==> src/pifc_pkg.sv <==
// Package with constants and types shared by the interrupt controller files.
package pifc_pkg;
	localparam int PIFC_N_INT     = 19;
	localparam int PIFC_N_EXT     = 4;
	localparam int PIFC_N_SRC     = 23;
	localparam int PIFC_PRIO_W    = 3;
	localparam int PIFC_N_LEVELS  = 8;
	localparam int PIFC_SYNC_LEN  = 3;
	localparam int PIFC_IDX_W     = 5;
	localparam logic [2:0] PIFC_SYNC_RST_HI = 3'h7;
	localparam logic [2:0] PIFC_SYNC_RST_LO = 3'h0;
	localparam logic [PIFC_PRIO_W-1:0] PIFC_PRIO_NONE = 3'h0;
	localparam logic [PIFC_IDX_W-1:0] PIFC_IDX_NONE = 5'h1F;
	typedef enum logic {PIFC_SENSE_LEVEL, PIFC_SENSE_EDGE} pifc_sense_e;
endpackage

==> src/pifc_sync_if.sv <==
// Interface that carries a synchronised pin level and its edge strobes.
`timescale 1ns/1ps
interface pifc_sync_if;
	logic level;
	logic rise;
	logic fall;
	modport src (output level, output rise, output fall);
	modport dst (input level, input rise, input fall);
endinterface

==> src/pifc_pin_sync.sv <==
// Three-stage pin synchroniser with agreed-level edge detection.
`timescale 1ns/1ps
module pifc_pin_sync
	import pifc_pkg::*;
#(
	parameter logic RST_VAL = 1'b0
) (
	input  wire logic   i_clock,
	input  wire logic   i_rst,
	input  wire logic   i_pin,
	pifc_sync_if.src    sync
);
	if (PIFC_SYNC_LEN != 3) begin : g_bad_sync_len
		$error("pifc_pin_sync: the synchroniser is built for three stages");
	end

	logic [2:0] stage_r;
	logic [2:0] stage_nxt;
	logic       level_r;
	logic       level_nxt;
	logic       rise_r;
	logic       rise_nxt;
	logic       fall_r;
	logic       fall_nxt;

	always_comb begin
		stage_nxt = {stage_r[1:0], i_pin};
		level_nxt = level_r;
		if (stage_r[1] == stage_r[2]) begin
			level_nxt = stage_r[2];
		end
		rise_nxt = level_nxt & ~level_r;
		fall_nxt = ~level_nxt & level_r;
	end

	always_ff @(posedge i_clock) begin
		if (i_rst) begin
			stage_r <= RST_VAL ? PIFC_SYNC_RST_HI : PIFC_SYNC_RST_LO;
			level_r <= RST_VAL;
			rise_r  <= 1'b0;
			fall_r  <= 1'b0;
		end else begin
			stage_r <= stage_nxt;
			level_r <= level_nxt;
			rise_r  <= rise_nxt;
			fall_r  <= fall_nxt;
		end
	end

	assign sync.level = level_r;
	assign sync.rise  = rise_r;
	assign sync.fall  = fall_r;
endmodule // pifc_pin_sync

==> src/pifc_ctrl.sv <==
// Prioritised fast and normal interrupt controller top.
`timescale 1ns/1ps
// Function
// One fast source from the active-low pin is forwarded to the core fast input.
// Twenty-three normal sources: nineteen internal plus four external pins.
// Every normal source has its own priority among eight levels; only the normal sources have a priority field, the fast source has none.
// Level-sensed pins use a software-chosen active level.
// Edge-sensed pins use a software-chosen rising or falling edge.
// Fast requests are detected only on a falling pin edge.
// Only this block drives the core fast and normal request inputs.
// Highest pending priority wins; ties go to the lowest source index.
module pifc_ctrl
	import pifc_pkg::*;
#(
	parameter int N_INT = PIFC_N_INT,
	parameter int N_EXT = PIFC_N_EXT
) (
	input  wire logic                              i_clock,
	input  wire logic                              i_rst,
	input  wire logic [N_INT-1:0]                  i_int_req,
	input  wire logic [N_EXT-1:0]                  i_ext_irq_pins,
	input  wire logic                              i_ext_fast_irq_pin_n,
	input  wire logic [(N_INT+N_EXT)*PIFC_PRIO_W-1:0] i_src_prio,
	input  wire logic [N_EXT-1:0]                  i_ext_edge_mode,
	input  wire logic [N_EXT-1:0]                  i_ext_polarity_high,
	input  wire logic [N_EXT-1:0]                  i_ext_clear,
	input  wire logic                              i_fast_clear,
	output logic                                   o_core_irq,
	output logic                                   o_core_fiq,
	output logic [PIFC_IDX_W-1:0]                  o_irq_src,
	output logic [PIFC_PRIO_W-1:0]                 o_irq_prio,
	output logic [N_EXT-1:0]                       o_ext_pending
);
	localparam int N_SRC = N_INT + N_EXT;

	// ****************************************
	// Elaboration checks
	// ****************************************
	// The source count must match the packed priority layout.
	if (N_SRC != PIFC_N_SRC) begin : g_bad_src_count
		$error("pifc_ctrl: source count differs from the package");
	end
	// One index code is kept free to mean that no source requests.
	if (N_SRC > 2**PIFC_IDX_W - 1) begin : g_bad_idx_width
		$error("pifc_ctrl: source index does not fit its field");
	end
	if (N_INT < 1 || N_EXT < 1) begin : g_bad_split
		$error("pifc_ctrl: internal and external source counts must be positive");
	end
	if (PIFC_N_LEVELS != 2**PIFC_PRIO_W) begin : g_bad_levels
		$error("pifc_ctrl: priority field must give exactly the level count");
	end

	// ****************************************
	// Pin synchronisers
	// ****************************************
	pifc_sync_if fast_sync ();
	pifc_sync_if ext_sync [N_EXT] ();

	// The fast pin idles high, so its stages start high and reset never reads as a fall.
	pifc_pin_sync #(.RST_VAL(1'b1)) u_fast_sync (
		.i_clock (i_clock),
		.i_rst   (i_rst),
		.i_pin   (i_ext_fast_irq_pin_n),
		.sync    (fast_sync)
	);

	logic [N_EXT-1:0] ext_level;
	logic [N_EXT-1:0] ext_rise;
	logic [N_EXT-1:0] ext_fall;

	// External pins start low, so a pin already high at release reads as a rising edge.
	for (genvar g = 0; g < N_EXT; g++) begin : g_ext
		pifc_pin_sync #(.RST_VAL(1'b0)) u_sync (
			.i_clock (i_clock),
			.i_rst   (i_rst),
			.i_pin   (i_ext_irq_pins[g]),
			.sync    (ext_sync[g])
		);
		assign ext_level[g] = ext_sync[g].level;
		assign ext_rise[g]  = ext_sync[g].rise;
		assign ext_fall[g]  = ext_sync[g].fall;
	end

	// ****************************************
	// Source conditioning
	// ****************************************
	// Level sense: the pin requests while it sits at the chosen level.
	function automatic logic level_hit(input logic level, input logic pol_high);
		level_hit = ~(level ^ pol_high);
	endfunction

	// Edge sense: only the strobe of the chosen direction registers a request.
	function automatic logic edge_hit(input logic rise, input logic fall, input logic pol_high);
		edge_hit = pol_high ? rise : fall;
	endfunction

	logic [N_EXT-1:0] edge_pend_r;
	logic [N_EXT-1:0] edge_pend_nxt;
	logic [N_EXT-1:0] ext_req;

	always_comb begin
		edge_pend_nxt = edge_pend_r;
		ext_req       = '0;
		for (int i = 0; i < N_EXT; i++) begin
			if (i_ext_edge_mode[i] == PIFC_SENSE_EDGE) begin
				// selected edge
				if (i_ext_clear[i]) begin
					edge_pend_nxt[i] = 1'b0;
				end
				if (edge_hit(ext_rise[i], ext_fall[i], i_ext_polarity_high[i])) begin
					edge_pend_nxt[i] = 1'b1;
				end
				ext_req[i] = edge_pend_r[i];
			end else begin
				// selected level
				edge_pend_nxt[i] = 1'b0;
				ext_req[i]       = level_hit(ext_level[i], i_ext_polarity_high[i]);
			end
		end
	end

	always_ff @(posedge i_clock) begin
		if (i_rst) begin
			edge_pend_r <= '0;
		end else begin
			edge_pend_r <= edge_pend_nxt;
		end
	end

	// ****************************************
	// Fast request capture
	// ****************************************
	logic fast_pend_r;
	logic fast_pend_nxt;

	always_comb begin
		fast_pend_nxt = fast_pend_r;
		if (i_fast_clear) begin
			fast_pend_nxt = 1'b0;
		end
		// A fall seen in the clearing cycle wins, so no request is lost.
		// falling edge only
		if (fast_sync.fall) begin
			fast_pend_nxt = 1'b1;
		end
	end

	always_ff @(posedge i_clock) begin
		if (i_rst) begin
			fast_pend_r <= 1'b0;
		end else begin
			fast_pend_r <= fast_pend_nxt;
		end
	end

	// ****************************************
	// Priority arbitration
	// ****************************************
	function automatic logic [PIFC_PRIO_W-1:0] prio_of(input logic [N_SRC*PIFC_PRIO_W-1:0] p, input int idx);
		prio_of = p[idx*PIFC_PRIO_W +: PIFC_PRIO_W];
	endfunction

	logic [N_SRC-1:0]       src_req;
	logic                   win_vld;
	logic [PIFC_IDX_W-1:0]  win_idx;
	logic [PIFC_PRIO_W-1:0] win_prio;
	logic                   irq_r;
	logic                   irq_nxt;
	logic                   fiq_r;
	logic                   fiq_nxt;
	logic [PIFC_IDX_W-1:0]  src_r;
	logic [PIFC_IDX_W-1:0]  src_nxt;
	logic [PIFC_PRIO_W-1:0] prio_r;
	logic [PIFC_PRIO_W-1:0] prio_nxt;

	always_comb begin
		// all normal sources
		src_req  = {ext_req, i_int_req};
		win_vld  = 1'b0;
		win_idx  = PIFC_IDX_NONE;
		win_prio = PIFC_PRIO_NONE;
		// Lower indices are visited first, so a tie keeps the lowest index.
		for (int i = 0; i < N_SRC; i++) begin
			// strict greater keeps lowest index
			if (src_req[i] && (!win_vld || prio_of(i_src_prio, i) > win_prio)) begin
				win_vld  = 1'b1;
				win_idx  = PIFC_IDX_W'(i);
				win_prio = prio_of(i_src_prio, i);
			end
		end
		// single driver of core requests
		irq_nxt  = win_vld;
		src_nxt  = win_idx;
		prio_nxt = win_prio;
		// forward fast request
		fiq_nxt  = fast_pend_r;
	end

	always_ff @(posedge i_clock) begin
		if (i_rst) begin
			irq_r  <= 1'b0;
			fiq_r  <= 1'b0;
			src_r  <= PIFC_IDX_NONE;
			prio_r <= PIFC_PRIO_NONE;
		end else begin
			irq_r  <= irq_nxt;
			fiq_r  <= fiq_nxt;
			src_r  <= src_nxt;
			prio_r <= prio_nxt;
		end
	end

	// ****************************************
	// Outputs
	// ****************************************
	// Every core-facing output comes straight from a register.
	assign o_core_irq    = irq_r;
	assign o_core_fiq    = fiq_r;
	assign o_irq_src     = src_r;
	assign o_irq_prio    = prio_r;
	assign o_ext_pending = edge_pend_r;
endmodule // pifc_ctrl

==> config.mk <==
export PLATFORM = sky130hd
export DESIGN_NAME = pifc_ctrl
export DESIGN_NICKNAME = d
export VERILOG_FILES = /design/src/pifc_pkg.sv /design/src/pifc_sync_if.sv /design/src/pifc_pin_sync.sv /design/src/pifc_ctrl.sv
export SDC_FILE = /design/constraint.sdc
export NUM_CORES = 1
export LEC_CHECK = 0
export BUFFER_PORTS_ARGS = -buffer_cell sky130_fd_sc_hd__buf_2
export CAP_MARGIN = 10
export CORE_MARGIN = 5
export CORE_UTILIZATION = 59
export DETAILED_ROUTE_END_ITERATION = 16
export PLACE_DENSITY = 0.93
export SYNTH_ARGS = -nofsm -noshare
export SYNTH_HDL_FRONTEND = slang
export SYNTH_SLANG_ARGS = --single-unit
==> constraint.sdc <==
create_clock -name i_clock -period 68.5 [get_ports i_clock]
set_input_delay 10.275 -clock i_clock [delete_from_list [all_inputs] [get_ports i_clock]]
set_output_delay 10.275 -clock i_clock [all_outputs]
set_load 0.05 [all_outputs]
* Word level (Yosys, flattened, before mapping)
Cells that the tools add are included.
** Cells by class
- Bitwise logic cells :: 30
- Reduce and logical (&&, ||, !) cells :: 78
- Mux-type cells :: 92
- Order comparisons :: 22
- Equality and inequality tests :: 5
** Operators by type and width (count)
- 5-bit two-way mux :: 16
- 3-bit two-way mux :: 23
- 3-bit greater-than comparator :: 22
- 1-bit two-way mux :: 46
- 4-bit two-way mux :: 7
- 1-bit logical AND :: 22
- 1-bit logical NOT :: 22
- 1-bit logical OR :: 22
- 1-bit NOT :: 17
- 2-bit nonzero test :: 5
- 2-bit OR reduction :: 5
- 1-bit AND :: 9
- 8-bit OR reduction :: 1
- 1-bit equality test :: 5
- 4-bit OR reduction :: 1
- 1-bit bitwise XOR :: 4
** Word-level totals
- Bits of input ports :: 108
- Bits in registers :: 44
- Output and inout bits :: 14

* Longest topological paths before layout
Gate-level depths: netlist of the first run.
- Word-level depth :: 89
- Mapped depth :: 181

* Hierarchy
Synthesis of the first run repeated with hierarchy kept, for this count alone.
** Unflattened totals
- Cells, all modules :: 632
- Area total of the unflattened synthesis :: 4837.1 um^2
** Modules (own cells, without submodules)
- pifc_ctrl :: cells each 561, times used 1, area an instance 3947.5 um^2, seq. area each 300.3 um^2
- pifc_pin_sync (g_ext[0].u_sync ...) :: cells each 14, times used 4, area an instance 177.7 um^2, seq. area each 120.1 um^2
- pifc_pin_sync (u_fast_sync) :: cells each 15, times used 1, area an instance 178.9 um^2, seq. area each 120.1 um^2

* Worst setup path before layout of the first run
OpenSTA, ideal clock, no wires.
- Kind :: input-to-reg
- From :: input i_int_req[0]
- To :: register src_r[4], in the netlist o_irq_src[4]
- Arrival time :: 39.612 ns
- Slack :: 28.771 ns
- Buffers on the path :: 3
- Library setup time :: 0.117 ns
- Required time :: 68.383 ns
- Cell stages on the path :: 169
- Cells stage by stage :: buf_6 > and2_1 > ha_1 > and3_1 > a21oi_2 > mux2i_1 > or2_2 > ha_1 > and3_1 > a21oi_1 > o21ai_1 > nand2_1 > nand2_1 > ha_1 > a21oi_1 > a21oi_1 > o21ai_2 > mux2i_1 > [... 133 more ...] > mux2i_1 > ha_1 > nor2b_1 > o21a_1 > o21ai_0 > a21boi_2 > or2_2 > or2_2 > a2bb2oi_2 > ha_1 > a21o_1 > a21oi_1 > a31oi_1 > o21bai_1 > inv_1 > nor2_1 > nand3b_1 > nand2b_1
** On the way
- Longest elaborated chain between the ends :: 89
** Ends and longest elaborated chain
- start: declaration :: line pifc_ctrl.sv:20 : input wire logic [N_INT-1:0] i_int_req,
- 3-bit two-way mux / 1-bit two-way mux (equally long branches) :: line pifc_ctrl.sv:186 : if (src_req[i] && (!win_vld || prio_of(i_src_prio, i) > win_prio)) begin
- 3-bit greater-than comparator / 1-bit logical NOT (equally long branches) :: line pifc_ctrl.sv:186
- 1-bit logical OR :: line pifc_ctrl.sv:186
- 1-bit logical AND :: line pifc_ctrl.sv:186
- 3-bit two-way mux / 1-bit two-way mux (equally long branches) :: line pifc_ctrl.sv:186
- 3-bit greater-than comparator / 1-bit logical NOT (equally long branches) :: line pifc_ctrl.sv:186
- 1-bit logical OR :: line pifc_ctrl.sv:186
- 1-bit logical AND :: line pifc_ctrl.sv:186
- [... 73 more ...]
- 3-bit greater-than comparator / 1-bit logical NOT (equally long branches) :: line pifc_ctrl.sv:186
- 1-bit logical OR :: line pifc_ctrl.sv:186
- 1-bit logical AND :: line pifc_ctrl.sv:186
- 3-bit two-way mux / 1-bit two-way mux (equally long branches) :: line pifc_ctrl.sv:186
- 3-bit greater-than comparator / 1-bit logical NOT (equally long branches) :: line pifc_ctrl.sv:186
- 1-bit logical OR :: line pifc_ctrl.sv:186
- 1-bit logical AND :: line pifc_ctrl.sv:186
- 8-bit OR reduction (no source line)
- end signal: assignment :: line pifc_ctrl.sv:209 : src_r <= src_nxt;
- end: declaration :: line pifc_ctrl.sv:172 : logic [PIFC_IDX_W-1:0] src_r;
Several ways; a longest one is shown, not always the timed one.
A chain may end at the register's enable or synchronous reset.

* Worst setup path in the final report of the first run
Ends and elaborated chain as after synthesis.

==> out/qor.log, run 1 <==
[clocking] CTS tree built
[clocking] number of buffers added to fix hold violations after cts 0
[layout] total of fill cells in the finished design 648
[route] Avg WL per Cell 15.8 µm
[synthesis] average instance area after synthesis 7.65 µm²
[global_route] wire length of the first global-routing pass 21700 µm
[timing] achievable clock frequency 22.4 MHz
[die] Die Outline Area 9790 µm²
[route] Detailed Route WL 13100 µm
[route] number of DRC violations after detailed-routing iteration 0 252
[setup_path] Crit-path slowest cell o31ai_1
[global_route] largest net degree at the start of global routing 43
[route] drt via density 6.11
[global_route] Congestion Overflow GR 0
[setup_path] Most common cell on crit path ha_1
[die] Placeable Area 7730 µm²
[setup_path] Data required, critical path 68.70 ns
[setup_path] Crit. End Element register
[synthesis] number of warnings issued by yosys 0
[place] I/O Buffers 121
[route] Met3 Routed Length 671 µm
[clocking] number of buffers on the longest clock path 2
[route] Met2 Wirelength 6670 µm
[hold_path] classification of the worst-slack hold path register to register
[synthesis] Yosys cell types 81
[place] dpl hpwl 11000 µm
[job] number of violations of the max-capacitance limit 0
[clocking] maximum level of the CTS H-tree 2
[die] chip width 99.0 µm
[status] result of the run finished clean
[setup_path] arrival time at the worst endpoint 44.78 ns
[clocking] clock slew seen by the registers of the worst setup and hold paths 0.09 ns
[clocking] CTS Root Buffer Type clkbuf_8
[timing] worst path setup slack after routing 23.92 ns
[layout] share of final-layout standard cells stronger than drive strength 1 22.6%
[place] Setup WS pre-CTS 24.30 ns
[timing] transition time at the pin with the least slew margin 0.707 ns
[global_route] initial antenna violation count 1
[clocking] CTS Buf Count 5
[die] initial core utilization 60.4%
[setup_path] class of the most critical setup path primary input to register
[timing] clk_skew 0.0152 ns
[timing] Setup Total Neg Slack 0 ns
[setup_path] type of origin of the critical path primary input
[route] highest metal layer with signal wires met5
[timing] relative max-transition margin 52.9%
[route] Routed Antenna Nets 0
[timing] number of endpoints failing setup at the final stage 0
[timing] shortest period the worst path allows 44.58 ns
[layout] Final Instance Area 5470 µm²
[power] Peak supply drop 34.7 µV
[die] placement row count 32
[power] ratio of total power to cell area 54.6 nW/µm²
[clocking] Setup Buffers After CTS 0
[place] Area after DPL 5340 µm²
[route] Post-route DRC 0
[synthesis] synthesis-stage register bit count 44
[die] io pins 122
[synthesis] Post-synth top flop dfxtp_1
[route] length of the first detailed-routing pass in iterations 5
[timing] hold violation count in the final report 0
[timing] share of the cycle needed by the critical path after routing 65.1%
[layout] Area growth syn-to-layout 17.1%
[layout] number of nets in the layout 888
[die] Chip Height 99.0 µm
[synthesis] fraction of registers with async set or reset after synthesis 0%
[synthesis] Post-Synthesis Cells 610
[timing] unrepaired setup endpoints after global routing false
[place] gpl congestion 0.901
[layout] diodes inserted 0
[power] Leakage Power 2.66 nW
[setup_path] biggest cell delay along the critical path 0.59 ns
[global_route] vias in the first global route 5017
[clocking] quantity of gates resized following cts 0
[route] wl on met1 5360 µm
[clocking] clock insertion delay at the later pin of the skew report 0.30 ns
[synthesis] Post-synth EDFFs 0
[setup_path] highest net fanout along the worst path 11
[synthesis] net count of the mapped netlist 770
[clocking] clock net sink count 44
[route] vias 5074
[setup_path] flop-to-flop setup slack 62.04 ns
[synthesis] sequential cell area fraction in the yosys report 18.9%
[layout] share of the core filled with cells in the final layout 70.8%
[timing] count of pins over their slew limit 0
[synthesis] post-synthesis cell area 4670 µm²
[global_route] GRT Util Overall 26.0%
[place] number of placed instances with taps included 823
[layout] Post-Layout Cell Count 831
-- worst max-delay path: cells and delay by family --
family / cells / cell delay, ns
AOI/OAI and AO/OA: 74 / 15.32
adders and majority gates: 23 / 6.66
buffers and inverters: 10 / 1.03
muxes: 7 / 2.24
and+or+nand+nor: 55 / 9.26
-- Yosys cell counts, drive strengths merged (6+ instances only) --
cell / count / area share (%)
inv: 58 / 4.7
nand2: 57 / 4.6
a21oi: 52 / 5.8
ha: 52 / 14
dfxtp: 44 / 19
o21ai: 41 / 4.5
nor2: 36 / 2.9
nor2b: 32 / 4.3
nor3: 21 / 2.6
a21o: 12 / 1.9
nand3: 12 / 1.3
o21a: 11 / 1.8
o211ai: 9 / 1.4
o31ai: 9 / 2.3
or2: 9 / 1.2
a31oi: 8 / 1.1
nand2b: 8 / 1.1
and2: 7 / 0.94
mux2i: 7 / 1.5
nand3b: 7 / 1.1
and3: 6 / 0.80
clkbuf: 6 / 0.48
nor4b: 6 / 1.1
-- cell families (layout without fill, tap and decap cells) --
family / count (synthesis) / in the layout / share of synthesized area, %
AND/OR/NAND/NOR: 226 / 226 / 26.9
buffers and inverters: 68 / 187 / 5.95
AO/OA/AOI/OAI: 203 / 203 / 30.7
flip-flops: 44 / 44 / 18.9
XOR/XNOR: 4 / 4 / 0.750
multiplexers: 11 / 11 / 2.47
adder cells (fa/ha/maj): 54 / 54 / 14.4
-- power breakdown --
group          internal [mW]  switching [mW]  leakage (nW)
clock network         0.0129         0.00876        0.0645
logic                  0.108           0.140          2.23
registers             0.0285        0.000651         0.360
-- layer usage --
metal / vias to the layer above / track usage, %
met5: - / 0
met4: 2 / 10.1
met3: 46 / 3.61
met2: 174 / 48.5
met1: 2372 / 29.4
li1: 2480 / -
-- through the flow --
stage | hold WS, ns | total power, mW
2_1_floorplan | 0.389 | 0.223
3_3_place_gp | 0.395 | 0.256
3_5_place_dp | 0.424 | 0.273
4_1_cts | 0.443 | 0.295
5_1_grt | 0.454 | 0.328
6_report | 0.441 | 0.299
-- state kept, by name (all words and copies together), names as in the netlist --
signal	flops
g_ext.u_sync.sync.fall	4
o_irq_prio	3
u_fast_sync.stage_r	3
g_ext.u_sync.sync.rise	4
fast_pend_r	1
o_core_fiq	1
u_fast_sync.sync.fall	1
g_ext.u_sync.sync.level	4
o_ext_pending	4
o_core_irq	1
u_fast_sync.sync.level	1
o_irq_src	5
g_ext.u_sync.stage_r	12
-- worst paths after layout --
check | cells past startpoint | endpoint | startpoint
setup / recovery | 169 | o_irq_src[4] | i_int_req[0]
hold / removal | 1 | g_ext[1].u_sync.stage_r[1] | g_ext[1].u_sync.stage_r[0]
setup reg to reg | 32 | o_irq_src[4] | g_ext[0].u_sync.sync.level
hold reg to reg | 1 | g_ext[1].u_sync.stage_r[1] | g_ext[1].u_sync.stage_r[0]
-- cells in the final DEF, fill, tap and decap left out, drive strengths merged, types with 21 or more instances in the layout --
cell	n
a21oi	52
buf	121
inv	58
dfxtp	44
o21ai	41
ha	52
nand2	57
nor3	21
nor2	36
nor2b	32
-- final cells by class --
type | instances | area [µm²] | share of cell area, %
Clock inverter | 1 | 30.0 | 0.549
Timing Repair Buffer | 121 | 606 | 11.1
Sequential cell | 44 | 881 | 16.1
Multi-Input combinational cell | 498 | 3510 | 64.2
Tap cell | 102 | 128 | 2.33
Inverter | 58 | 218 | 3.98
Clock buffer | 7 | 96.3 | 1.76
Power figures use the tool's default switching activity.
==> run 2: changes to the inputs <==
ABC_AREA = 1   (was not set)
CORE_UTILIZATION = 54   (was 59)
PLACE_DENSITY = 0.87   (was 0.93)
clock period = 45 ns   (was 68.5 ns; I/O delays follow)
==> run 2 against run 1 <==
Against the previous run: cell area shrank 3.0%; critical path depth rose by 24; register-to-register slack worse by 23 ns; die area increased by 4.0%; non-clock buffer count stayed put; global-route usage down 4.7 points; sequential share of layout area increased by 0.50 points; critical endpoint unchanged; largest cell class unchanged.
==> out/qor.log, run 2 <==
[synthesis] post-synthesis cell area 4470 µm² [-4.4%]
[layout] number of nets in the layout 957 [+7.8%]
[synthesis] Post-synth top flop dfxtp_1
[synthesis] sequential cell area fraction in the yosys report 19.7% [+0.86 points]
[place] dpl hpwl 9460 µm [-14%]
[synthesis] net count of the mapped netlist 833 [+8.2%]
[die] initial core utilization 54.9% [-5.5 points]
[global_route] Congestion Overflow GR 0 [unchanged]
[setup_path] Crit. End Element register
[layout] max reg flops 12 [unchanged]
[synthesis] Post-synth EDFFs 0 [unchanged]
[clocking] Setup Buffers After CTS 0 [unchanged]
[global_route] wire length of the first global-routing pass 18400 µm [-15%]
[clocking] maximum level of the CTS H-tree 2 [unchanged]
[layout] share of final-layout standard cells stronger than drive strength 1 26.1% [+3.4 points]
[route] length of the first detailed-routing pass in iterations 4 [-1]
[setup_path] type of origin of the critical path primary input
[clocking] quantity of gates resized following cts 0 [unchanged]
[clocking] clock insertion delay at the later pin of the skew report 0.30 ns [about the same]
[timing] transition time at the pin with the least slew margin 0.849 ns [+0.142 ns]
[clocking] CTS Buf Count 5 [unchanged]
[timing] number of endpoints failing setup at the final stage 0 [unchanged]
[route] Avg WL per Cell 11.9 µm [-24%]
[layout] top register by number of flip-flops g_ext.u_sync.stage_r
[setup_path] Data required, critical path 45.18 ns [-23.52 ns]
[layout] Area growth syn-to-layout 18.8%
[timing] achievable clock frequency 30.9 MHz
[synthesis] adder and majority gate portion of the synthesized area 14.8% [+0.43 points]
[die] Die Outline Area 10200 µm² [+4.0%]
[hold_path] classification of the worst-slack hold path register to register
[synthesis] area share of xor/xnor cells in the synthesized design 0.785% [+0.034 points]
[clocking] number of buffers on the longest clock path 2 [unchanged]
[timing] clk_skew 0.00806 ns [-0.00718 ns]
[place] I/O Buffers 121 [unchanged]
[synthesis] Synth Area in Compound Gates 15.0% [-16 points]
[route] drt via density 5.14 [-16%]
[synthesis] dominant cell by count in the synthesized netlist nand2_1
[setup_path] highest net fanout along the worst path 8 [-3]
[place] gpl congestion 0.911 [+1.2%]
[global_route] largest net degree at the start of global routing 33 [-23%]
[synthesis] synthesis-stage register bit count 44 [unchanged]
[timing] relative max-transition margin 42.8% [-10 points]
[clocking] clock slew seen by the registers of the worst setup and hold paths 0.08 ns [about the same]
[die] placement row count 33 [+3.1%]
[layout] most frequent cells in the layout nand2_1, inv_1, buf_2
[route] Detailed Route WL 10800 µm [-18%]
[synthesis] average instance area after synthesis 6.64 µm² [-13%]
[synthesis] most common library cells after synthesis nand2_1, inv_1, o21ai_0
[synthesis] fraction of registers with async set or reset after synthesis 0% [unchanged]
[global_route] vias in the first global route 4613 [-8.1%]
[job] number of violations of the max-capacitance limit 0 [unchanged]
[clocking] CTS Root Buffer Type clkbuf_8
[synthesis] Post-Synthesis Cells 673 [+10%]
[timing] count of pins over their slew limit 0 [unchanged]
[synthesis] Yosys cell types 34 [-58%]
[synthesis] cell types with the largest area share after synthesis dfxtp_1, ha_1, nand2_1
[layout] most common cell after layout, fill and taps aside nand2_1
[synthesis] area share of the leading cell type in the synthesized netlist 19.7% [+0.86 points]
[clocking] CTS tree built
[setup_path] Crit-path slowest cell ha_1
[timing] Setup Total Neg Slack 0 ns [unchanged]
[die] Placeable Area 8130 µm² [+5.3%]
[timing] unrepaired setup endpoints after global routing false
[setup_path] class of the most critical setup path primary input to register
[synthesis] mux cell area share after synthesis 0.897% [-1.6 points]
[synthesis] number of warnings issued by yosys 0 [unchanged]
[global_route] initial antenna violation count 0 [-1]
[timing] hold violation count in the final report 0 [unchanged]
[route] Post-route DRC 0 [unchanged]
[synthesis] library cell occupying the most area in the post-synthesis netlist dfxtp_1
[global_route] GRT Util Overall 21.3% [-4.7 points]
[route] number of DRC violations after detailed-routing iteration 0 130 [-48%]
[die] chip width 101 µm [+2.0%]
[setup_path] biggest cell delay along the critical path 0.33 ns [-0.26 ns]
[status] result of the run finished clean
[setup_path] arrival time at the worst endpoint 32.57 ns [-12.21 ns]
[synthesis] post-synthesis share of cell area spent on and, or, nand and nor gates 38.1% [+11 points]
[die] io pins 122 [unchanged]
[clocking] clock net sink count 44 [unchanged]
[synthesis] dominant combinational cell family by area after synthesis simple AND/OR/NAND/NOR gates
[clocking] number of buffers added to fix hold violations after cts 0 [unchanged]
[timing] share of the cycle needed by the critical path after routing 72.0%
[route] Routed Antenna Nets 0 [unchanged]
[route] vias 4640 [-8.6%]
[die] Chip Height 101 µm [+2.0%]
[timing] shortest period the worst path allows 32.39 ns
[layout] diodes inserted 0 [unchanged]
## run 2: changes by cell type after synthesis, sizes merged, moves of 10 or more
cell / previous run / this run
a21oi: 52 / 18
inv: 58 / 123
nand2: 57 / 179
nand3: 12 / 61
nor2: 36 / 46
nor2b: 32 / 0
nor3: 21 / 9
o21a: 11 / 0
o21ai: 41 / 81
## run 2: worst paths after layout
kind,from,endpoint,slack [ns],depth (start not counted)
setup / recovery,i_int_req[0],o_irq_src[4],12.61,193
hold / removal,g_ext[1].u_sync.stage_r[0],g_ext[1].u_sync.stage_r[1],0.41,2
setup reg to reg,g_ext[0].u_sync.sync.level,o_irq_src[4],39.26,33
hold reg to reg,g_ext[1].u_sync.stage_r[0],g_ext[1].u_sync.stage_r[1],0.41,2
## run 2: worst max-delay path, delay by kind of cell
family	cells	cell delay [ns]
AO/OA/AOI/OAI	54	8.83
AND/OR/NAND/NOR	96	8.77
adder cells (fa/ha/maj)	22	6.74
buffers and inverters	21	1.40
## run 2: cell type report
type / instances / area [µm²]
Multi-Input combinational cell: 502 / 3110
Fill cell: 752 / 2830
Sequential cell: 44 / 881
Timing Repair Buffer: 121 / 606
Inverter: 123 / 462
Tap cell: 105 / 131
Clock buffer: 5 / 68.8
Clock inverter: 3 / 47.5
## run 2: cell families after synthesis
logic type               count (synthesis)
AND/OR/NAND/NOR                        319
buffers and inverters                  127
AO/OA/AOI/OAI                          122
adder cells (fa/ha/maj)                 53
flip-flops                              44
XOR/XNOR                                 4
multiplexers                             4
## run 2: stage by stage
step	hold WS, ns	worst slack, ns	instance area, µm²	util [%]	instances
after floorplan	0.388	15.93	4470	-	673
after global placement	0.390	13.67	5190	63.8	895
after detailed placement	0.395	12.32	5190	63.8	895
after CTS	0.408	12.56	5300	65.2	903
after global routing	0.428	9.52	5300	65.2	903
final	0.406	12.61	5300	65.2	903
## run 2: per-layer routing
layer  up-vias  part of all wire, %  track usage, %
li1       2449                    -               -
met1      2065                   41            24.2
met2       113                   52            41.6
met3        13                  5.6            3.04
met4         0                  1.2            4.29
met5         -                    0               0
Power of run 2 is not shown: default switching activity piles up to over one toggle a cycle in this logic, so the estimate is an artifact.
